**src/tx_pkg.sv**
```systemverilog
// constants and types shared by the serial transmitter files
package tx_pkg;
   // ****************************************
   // frame geometry
   // ****************************************
   localparam int FRAME_W = 12;
   localparam int LEN_W = 4;
   localparam logic [3:0] LEN_8BIT = 4'hA;
   localparam logic [3:0] LEN_9BIT = 4'hB;
   localparam logic [3:0] LEN_TAIL = 4'h1;
   localparam logic [3:0] LEN_LAST = 4'h1;
   localparam logic [11:0] FRAME_ONES = 12'hFFF;
   localparam logic [11:0] FRAME_ZEROS = 12'h000;

   // ****************************************
   // reset values
   // ****************************************
   localparam logic RST_EMPTY_FLAG = 1'b1;
   localparam logic RST_COMPLETE_FLAG = 1'b1;
   localparam logic RST_LINE = 1'b1;

   // ****************************************
   // kind of frame offered to the shifter
   // ****************************************
   typedef enum logic [2:0] {
      SRC_NONE = 3'h0,
      SRC_PRE = 3'h1,
      SRC_BRK = 3'h2,
      SRC_TAIL = 3'h3,
      SRC_DATA = 3'h4
   } src_t;
endpackage : tx_pkg

```
**src/tx_link_if.sv**
```systemverilog
// frame hand-off between transmit control and frame shifter
`timescale 1ns/100ps
interface tx_link_if;
   logic tick;
   logic req;
   logic [11:0] frame;
   logic [3:0] len;
   logic take;
   logic done;
   logic busy;
   logic line;

   modport shifter (input tick, input req, input frame, input len,
                    output take, output done, output busy, output line);
   modport ctrl (output tick, output req, output frame, output len,
                 input take, input done, input busy, input line);
endinterface : tx_link_if

```
**src/tx_frame_shifter.sv**
```systemverilog
// shift register that sends one frame lsb first, one bit per baud tick
`timescale 1ns/100ps
module tx_frame_shifter (
   // clock and reset
   input wire logic clk_sys,
   input wire logic rstn,
   // frame hand-off
   tx_link_if.shifter link
);
   logic [11:0] sh_q;
   logic [3:0] cnt_q;
   logic busy_q;
   logic line_q;

   // ****************************************
   // boundary decode
   // ****************************************
   // a bit boundary where the shifter may accept a new frame
   wire last_bit = busy_q && (cnt_q == tx_pkg::LEN_LAST);
   wire free_slot = !busy_q || last_bit;
   assign link.take = link.tick && free_slot && link.req;
   assign link.done = link.tick && last_bit;
   assign link.busy = busy_q;
   assign link.line = line_q;

   // ****************************************
   // shift engine
   // ****************************************
   // one bit per tick
   always_ff @(posedge clk_sys) begin
      if (!rstn) begin
         sh_q <= tx_pkg::FRAME_ONES;
         cnt_q <= '0;
         busy_q <= 1'b0;
         line_q <= tx_pkg::RST_LINE;
      end else if (link.tick) begin
         if (!free_slot) begin
            sh_q <= {1'b1, sh_q[11:1]};
            cnt_q <= cnt_q - 4'h1;
            line_q <= sh_q[1];
         end else if (link.req) begin
            sh_q <= link.frame;
            cnt_q <= link.len;
            busy_q <= 1'b1;
            line_q <= link.frame[0];
         end else begin
            busy_q <= 1'b0;
            line_q <= tx_pkg::RST_LINE;
         end
      end
   end
endmodule : tx_frame_shifter

```
**src/async_serial_transmitter.sv**
```systemverilog
// transmit half of an asynchronous nrz serial port with holding buffer
// Function
// - word length select picks 8 data bits when clear, 9 when set
// - serial output is low for the whole start bit
// - serial output is high for the whole stop bit
// - idle character is 10 or 11 bit times of continuous high
// - break is 10 or 11 low bits, then one extra high bit
// - ninth bit field is sent as the last data bit in 9-bit mode
// - data bits leave least significant bit first
// - raising transmit enable first sends a 10 or 11 ones preamble
// - empty flag clears only by status access then data write
// - empty flag sets when holding buffer moves into the shifter
// - empty interrupt while flag, its enable and unmasked cpu
// - write during transmission waits in holding buffer for frame end
// - write while idle starts at once and empty flag stays set
// - complete flag sets after stop bit; interrupt when enabled, unmasked
// - complete flag clear begins with status access, stays set until write
// - complete flag clears by the same status then write pair
// - breaks repeat while requested, one high bit follows the last
// - enable toggled mid-frame: preamble after word, buffer discarded
// - enabled and idle rests high; disabled releases the pin after any frame in progress ends
`timescale 1ns/100ps
module async_serial_transmitter (
   // clock and reset
   input wire logic clk_sys,
   input wire logic rstn,
   // baud rate generator
   input wire logic baud_tick,
   // cpu accesses
   input wire logic status_access,
   input wire logic data_write,
   input wire logic [7:0] data_in,
   // configuration
   input wire logic word_len_9,
   input wire logic tx_ninth_bit,
   input wire logic tx_enable_bit,
   input wire logic send_break_request,
   input wire logic tx_empty_irq_enable,
   input wire logic tx_complete_irq_enable,
   input wire logic [1:0] cpu_irq_mask,
   // serial pin
   output logic tx_out,
   output logic tx_out_en,
   // status and interrupts
   output logic tx_buffer_empty_flag,
   output logic tx_complete_flag,
   output logic tx_empty_irq,
   output logic tx_complete_irq
);
   tx_link_if link ();

   tx_frame_shifter u_shift (
      .clk_sys(clk_sys),
      .rstn(rstn),
      .link(link.shifter)
   );

   logic enable_q;
   logic pre_q;
   logic brk_tail_q;
   logic hold_v_q;
   logic [8:0] hold_q;
   logic empty_flag_q;
   logic complete_flag_q;
   logic armed_q;
   tx_pkg::src_t cur_q;
   tx_pkg::src_t sel;
   logic [11:0] frame_sel;
   logic [3:0] len_sel;

   // ****************************************
   // decode
   // ****************************************
   // enable rise, idle state and the armed write
   wire enable_rise = tx_enable_bit && !enable_q;
   wire idle_now = !link.busy && !hold_v_q && !pre_q;
   wire clear_write = data_write && armed_q;
   wire take_data = link.take && (sel == tx_pkg::SRC_DATA);
   wire take_brk = link.take && (sel == tx_pkg::SRC_BRK);
   wire take_tail = link.take && (sel == tx_pkg::SRC_TAIL);
   wire take_pre = link.take && (sel == tx_pkg::SRC_PRE);
   wire line_done = link.done && !link.take;
   // length sampled when frame is taken
   wire [3:0] char_len = word_len_9 ? tx_pkg::LEN_9BIT : tx_pkg::LEN_8BIT;
   wire ninth_or_stop = word_len_9 ? hold_q[8] : 1'b1;

   // source priority: preamble, break, break tail, data
   assign sel = !tx_enable_bit ? tx_pkg::SRC_NONE :
                pre_q ? tx_pkg::SRC_PRE :
                send_break_request ? tx_pkg::SRC_BRK :
                brk_tail_q ? tx_pkg::SRC_TAIL :
                hold_v_q ? tx_pkg::SRC_DATA : tx_pkg::SRC_NONE;
   assign link.tick = baud_tick;
   assign link.req = (sel != tx_pkg::SRC_NONE);
   assign link.frame = frame_sel;
   assign link.len = len_sel;

   // ****************************************
   // frame builder
   // ****************************************
   // picks frame pattern and length for the selected source
   always_comb begin
      frame_sel = tx_pkg::FRAME_ONES;
      len_sel = char_len;
      case (sel)
         tx_pkg::SRC_PRE: begin
            frame_sel = tx_pkg::FRAME_ONES;
         end
         tx_pkg::SRC_BRK: begin
            frame_sel = tx_pkg::FRAME_ZEROS;
         end
         tx_pkg::SRC_TAIL: begin
            len_sel = tx_pkg::LEN_TAIL;
         end
         // start, data lsb first, ninth, stop
         tx_pkg::SRC_DATA: begin
            frame_sel = {2'b11, ninth_or_stop, hold_q[7:0], 1'b0};
         end
         default: begin
            frame_sel = tx_pkg::FRAME_ONES;
         end
      endcase
   end

   // ****************************************
   // sequencing
   // ****************************************
   // preamble pending on each enable rise
   always_ff @(posedge clk_sys) begin
      if (!rstn) begin
         enable_q <= 1'b0;
         pre_q <= 1'b0;
      end else begin
         enable_q <= tx_enable_bit;
         if (enable_rise) begin
            pre_q <= 1'b1;
         end else if (take_pre || !tx_enable_bit) begin
            pre_q <= 1'b0;
         end
      end
   end

   always_ff @(posedge clk_sys) begin
      if (!rstn) begin
         brk_tail_q <= 1'b0;
      end else if (take_brk) begin
         brk_tail_q <= 1'b1;
      end else if (take_tail || !tx_enable_bit) begin
         brk_tail_q <= 1'b0;
      end
   end

   always_ff @(posedge clk_sys) begin
      if (!rstn) begin
         hold_v_q <= 1'b0;
         hold_q <= '0;
      end else if (!tx_enable_bit) begin
         hold_v_q <= 1'b0;
      end else if (data_write) begin
         hold_v_q <= 1'b1;
         hold_q <= {tx_ninth_bit, data_in};
      end else if (take_data) begin
         hold_v_q <= 1'b0;
      end
   end

   // ****************************************
   // flags
   // ****************************************
   // status access arms the next data write
   always_ff @(posedge clk_sys) begin
      if (!rstn) begin
         armed_q <= 1'b0;
      end else if (status_access) begin
         armed_q <= 1'b1;
      end else if (data_write) begin
         armed_q <= 1'b0;
      end
   end

   // set wins over the armed write
   always_ff @(posedge clk_sys) begin
      if (!rstn) begin
         empty_flag_q <= tx_pkg::RST_EMPTY_FLAG;
      end else if (take_data || !tx_enable_bit || (data_write && idle_now)) begin
         empty_flag_q <= 1'b1;
      end else if (clear_write) begin
         empty_flag_q <= 1'b0;
      end
   end

   always_ff @(posedge clk_sys) begin
      if (!rstn) begin
         complete_flag_q <= tx_pkg::RST_COMPLETE_FLAG;
      end else if (line_done) begin
         complete_flag_q <= 1'b1;
      end else if (clear_write) begin
         complete_flag_q <= 1'b0;
      end
   end

   // kind of frame now on the line
   always_ff @(posedge clk_sys) begin
      if (!rstn) begin
         cur_q <= tx_pkg::SRC_NONE;
      end else if (link.take) begin
         cur_q <= sel;
      end else if (line_done) begin
         cur_q <= tx_pkg::SRC_NONE;
      end
   end

   // ****************************************
   // outputs
   // ****************************************
   // pin driven while enabled or a frame finishes
   assign tx_out = link.line;
   assign tx_out_en = tx_enable_bit || link.busy;
   assign tx_buffer_empty_flag = empty_flag_q;
   assign tx_complete_flag = complete_flag_q;
   assign tx_empty_irq = empty_flag_q && tx_empty_irq_enable && (cpu_irq_mask == 2'h0);
   assign tx_complete_irq = complete_flag_q && tx_complete_irq_enable &&
                            (cpu_irq_mask == 2'h0);

   // ****************************************
   // checks
   // ****************************************
   // helper that replays the last data frame bit by bit
   logic chk_v_q;
   logic [11:0] chk_frame_q;
   logic [3:0] chk_idx_q;
   logic [3:0] chk_len_q;
   always_ff @(posedge clk_sys) begin
      if (!rstn) begin
         chk_v_q <= 1'b0;
         chk_frame_q <= '0;
         chk_idx_q <= '0;
         chk_len_q <= '0;
      end else if (take_data) begin
         chk_v_q <= 1'b1;
         chk_frame_q <= link.frame;
         chk_idx_q <= '0;
         chk_len_q <= link.len;
      end else if (baud_tick && chk_v_q) begin
         chk_v_q <= (chk_idx_q != (chk_len_q - 4'h1));
         chk_idx_q <= chk_idx_q + 4'h1;
      end
   end
endmodule : async_serial_transmitter

```
**config.mk**
```make
export PLATFORM = sky130hd
export DESIGN_NAME = async_serial_transmitter
export DESIGN_NICKNAME = d
export VERILOG_FILES = /design/src/tx_pkg.sv /design/src/tx_link_if.sv /design/src/tx_frame_shifter.sv /design/src/async_serial_transmitter.sv
export SDC_FILE = /design/constraint.sdc
export NUM_CORES = 1
export LEC_CHECK = 0
export ABC_CLOCK_PERIOD_IN_PS = 5440
export BUFFER_PORTS_ARGS = -buffer_cell sky130_fd_sc_hd__clkbuf_2
export CAP_MARGIN = 20
export CORE_ASPECT_RATIO = 1.1
export CORE_UTILIZATION = 56
export CTS_CLUSTER_SIZE = 28
export DETAILED_ROUTE_END_ITERATION = 8
export PLACE_DENSITY_LB_ADDON = 0.05
export SYNTH_ARGS = -nofsm -noshare
export SYNTH_HDL_FRONTEND = slang
export SYNTH_SLANG_ARGS = --single-unit
```
**constraint.sdc**
```tcl
create_clock -name clk_sys -period 5.44 [get_ports clk_sys]
set_clock_uncertainty 0.15 [all_clocks]
set_input_delay 1.088 -clock clk_sys [delete_from_list [all_inputs] [get_ports clk_sys]]
set_output_delay 1.088 -clock clk_sys [all_outputs]
set_load 0.01 [all_outputs]
```
==> impl_metrics.ini <==
[synth]
synth_top_area_cell = dfxtp_1
ys_warn_count = 0
async_flop_share = 0
synth_area_leaders = dfxtp_1 (42%), a21oi_1 (6.9%), nand2_1 (5.2%)
syn_inst = 185
synth_seq_cells = 33
netlist.area_leader.share = 0.415
syn-num-nets = 208
synthesis.area_mm2 = 0.00159
synth.avg_cell_area_um2 = 8.60
synth_edf_count = 0
synth_top_flop_cell = dfxtp_1
ys_types = 47
yosysSeqAreaShare = 0.415

[power_and_ir_drop]
pwr-share-seq = 0.544
p_sw_uw = 140
ir_drop_uv = 204
p_clk_frac = 0.288
swShare = 0.287
combPwrFrac = 0.167
p_int_uw = 349
leakagePower_uw = 0.000679
power_density_mw_per_mm2 = 279

[layout]
final_util = 0.677
n_antenna_cell = 0
regArea_um2 = 661
fillers = 224
final_area_mm2 = 0.00175
drive_gt1_frac = 0.251
multiInputGateArea_um2 = 843
nets = 230
syn_to_final_growth_pct = 10.3

[critical_path]
crit_slowest_cell = or2_2
crit_buf_inv = 2
cp_max_fo = 18
crit_arrival_ns = 1.77
end_kind = output port
cp-start-kind = primary input
r2r_end = u_shift.sh_q[3]$_SDFFE_PN1P_
cp_top_family = buffers and inverters
max_stage_delay_ns = 0.34
r2r-start = u_shift.cnt_q[1]$_SDFFE_PN0P_
worstPathCellList = clkbuf_2 -> or2_2 -> clkbuf_2
r2r_cells = 6
cpMostUsedCell = clkbuf_2
crit_required_ns = 4.20
r2r_slack_ns = 3.29
critPathKind = primary input to output port

[placement]
gp_congestion = 0.780
dp_hpwl_um = 2440
port_buffers = 26
place_area_mm2 = 0.00170

[run_status]
outcome = finished, final reports clean

[drt]
routed_wl_um = 3420
via_per_inst = 6.11
drc = 0
wl_per_cell_um = 14.4
ant_nets = 0
first_pass_iters = 4
first_iter_violations = 41
vias = 1455

[die]
fp-row-count = 19
core_mm2 = 0.00259
ios = 27
start_util = 0.614
die_h_um = 57.9
fp.dieW_um = 52.8
die_area_mm2 = 0.00306

[global_routing]
antenna_found_initial = 0
grt.busiest_layer = met2
grt_use_met2 = 0.443
grt_usage = 0.254
grt_pass1_wl_um = 5640
grt-ovfl-total = 0
grt_max_degree = 32
grt_use_met1 = 0.291
use_met3 = 0.0551
grt_pass1_vias = 1336

[worst_hold_path]
holdPathStages = 1
holdPathEnd = pre_q$_SDFFE_PN0P_
hold_path.class = flip-flop to flip-flop
hold_start = enable_q$_SDFF_PN0_

[clock_network]
numCtsBuffers = 5
root_buffer = clkbuf_4
cts_resized = 0
post_cts_buffers = 0
clkSinkCount = 33
clk_latency_ns = 0.34
cts_buffer_depth = 2
holdBufCountCts = 0
cts_tree = yes
cts_max_level = 2
clk_pin_slew_worst_paths_ns = 0.09

[sta]
fmax_mhz = 332
final_hold_viol_count = 0
rsz0062_at_grt = false
setup_viol = 0
slew_headroom = 0.319
worstMarginPinSlew_ns = 1.02
tns_ns = 0
period_share = 0.554
post-route-min-period_ns = 3.01
drv_slew = 0

[job]
max-cap-violations = 0
area by class of cell:
class / count / area share
inverters: 7 / 0.0150
repair buffers: 26 / 0.0742
flip-flops and latches: 33 / 0.377
clock buffers: 7 / 0.0314
multi-input cells: 134 / 0.481
well taps: 31 / 0.0221
worst register-to-register path, stage by stage, from the launching register on:
cell,delay [ns]
dfxtp_1,0.33
inv_1,0.09
ha_1,0.18
or3b_1,0.46
a22oi_2,0.55
a211oi_1,0.12
a21oi_1,0.20
per-stage QoR:
stage | power (uW) | instances | setup WS [ns] | hold slack [ns]
after detailed placement | 353 | 231 | 2.44 | 0.251
after global placement | 349 | 231 | 2.46 | 0.238
after floorplan | 332 | 185 | 2.47 | 0.235
final | 489 | 238 | 2.43 | 0.262
after global routing | 513 | 238 | 2.39 | 0.279
after CTS | 490 | 238 | 2.43 | 0.267
Yosys cell counts (2+ instances only):
library cell,number
clkbuf_1,5
a21oi_2,2
nand2_1,22
nand3_1,10
or3b_1,2
o21ai_0,12
nor2_1,8
buf_2,3
and3_1,2
o21ai_1,3
nor3_2,7
dfxtp_1,33
nor4_1,2
a22oi_1,2
inv_1,6
a21oi_1,22
ha_1,2
a211oi_1,9
o211ai_1,2
nor3_1,3
buf_6,2
state kept, by name (all words and copies together) (netlist names):
name,flops
u_shift.sh_q,11
hold_q,9
u_shift.cnt_q,4
armed_q,1
brk_tail_q,1
enable_q,1
hold_v_q,1
pre_q,1
tx_buffer_empty_flag,1
tx_complete_flag,1
u_shift.link.busy,1
u_shift.link.line,1
cell families (layout without fill, tap and decap cells):
logic type	count (synthesis)	in the layout	synth area share
buffers and inverters	18	40	0.0543
and+or+nand+nor	66	66	0.230
DFF	33	33	0.415
AOI/OAI and AO/OA	65	65	0.278
adders and majority gates	2	2	0.0157
muxes	1	1	0.00708
how the worst max path moves through the flow:
stage / start / end / slack, ns / cells past startpoint
finish: tx_enable_bit / tx_out_en / 2.43 / 3
detailed placement: tx_enable_bit / tx_out_en / 2.44 / 3
floorplan: tx_enable_bit / tx_out_en / 2.47 / 3
global placement: tx_enable_bit / tx_out_en / 2.46 / 3
global route: tx_enable_bit / tx_out_en / 2.39 / 3
CTS: tx_enable_bit / tx_out_en / 2.43 / 3
per-layer routing:
layer / part of all wire / vias up
li1: - / 724
met1: 0.43 / 677
met2: 0.50 / 44
met3: 0.044 / 10
met4: 0.027 / 0
met5: 0 / -
cell usage in the layout, fill, tap and decap left out, types with 2 or more instances in the layout:
cell / Yosys / routed
a211oi_1: 9 / 9
clkbuf_2: 0 / 26
a21oi_2: 2 / 2
ha_1: 2 / 2
a22oi_1: 2 / 2
nor3_2: 7 / 7
and3_1: 2 / 2
nor2_1: 8 / 8
o21ai_0: 12 / 12
or3b_1: 2 / 2
o21ai_1: 3 / 3
inv_1: 6 / 6
a21oi_1: 22 / 22
nand2_1: 22 / 22
clkbuf_4: 0 / 5
nand3_1: 10 / 10
nor4_1: 2 / 2
nor3_1: 3 / 3
dfxtp_1: 33 / 33
o211ai_1: 2 / 2
power by group through the flow:
stage	registers [uW]	logic, uW	clock network [uW]
detailed placement	272	81.1	0
global route	268	91.1	154
floorplan	269	62.3	0
finish	266	82.0	141
global placement	271	78.3	0
CTS	266	81.6	143
No activity file was read; power rests on OpenSTA's default activity.
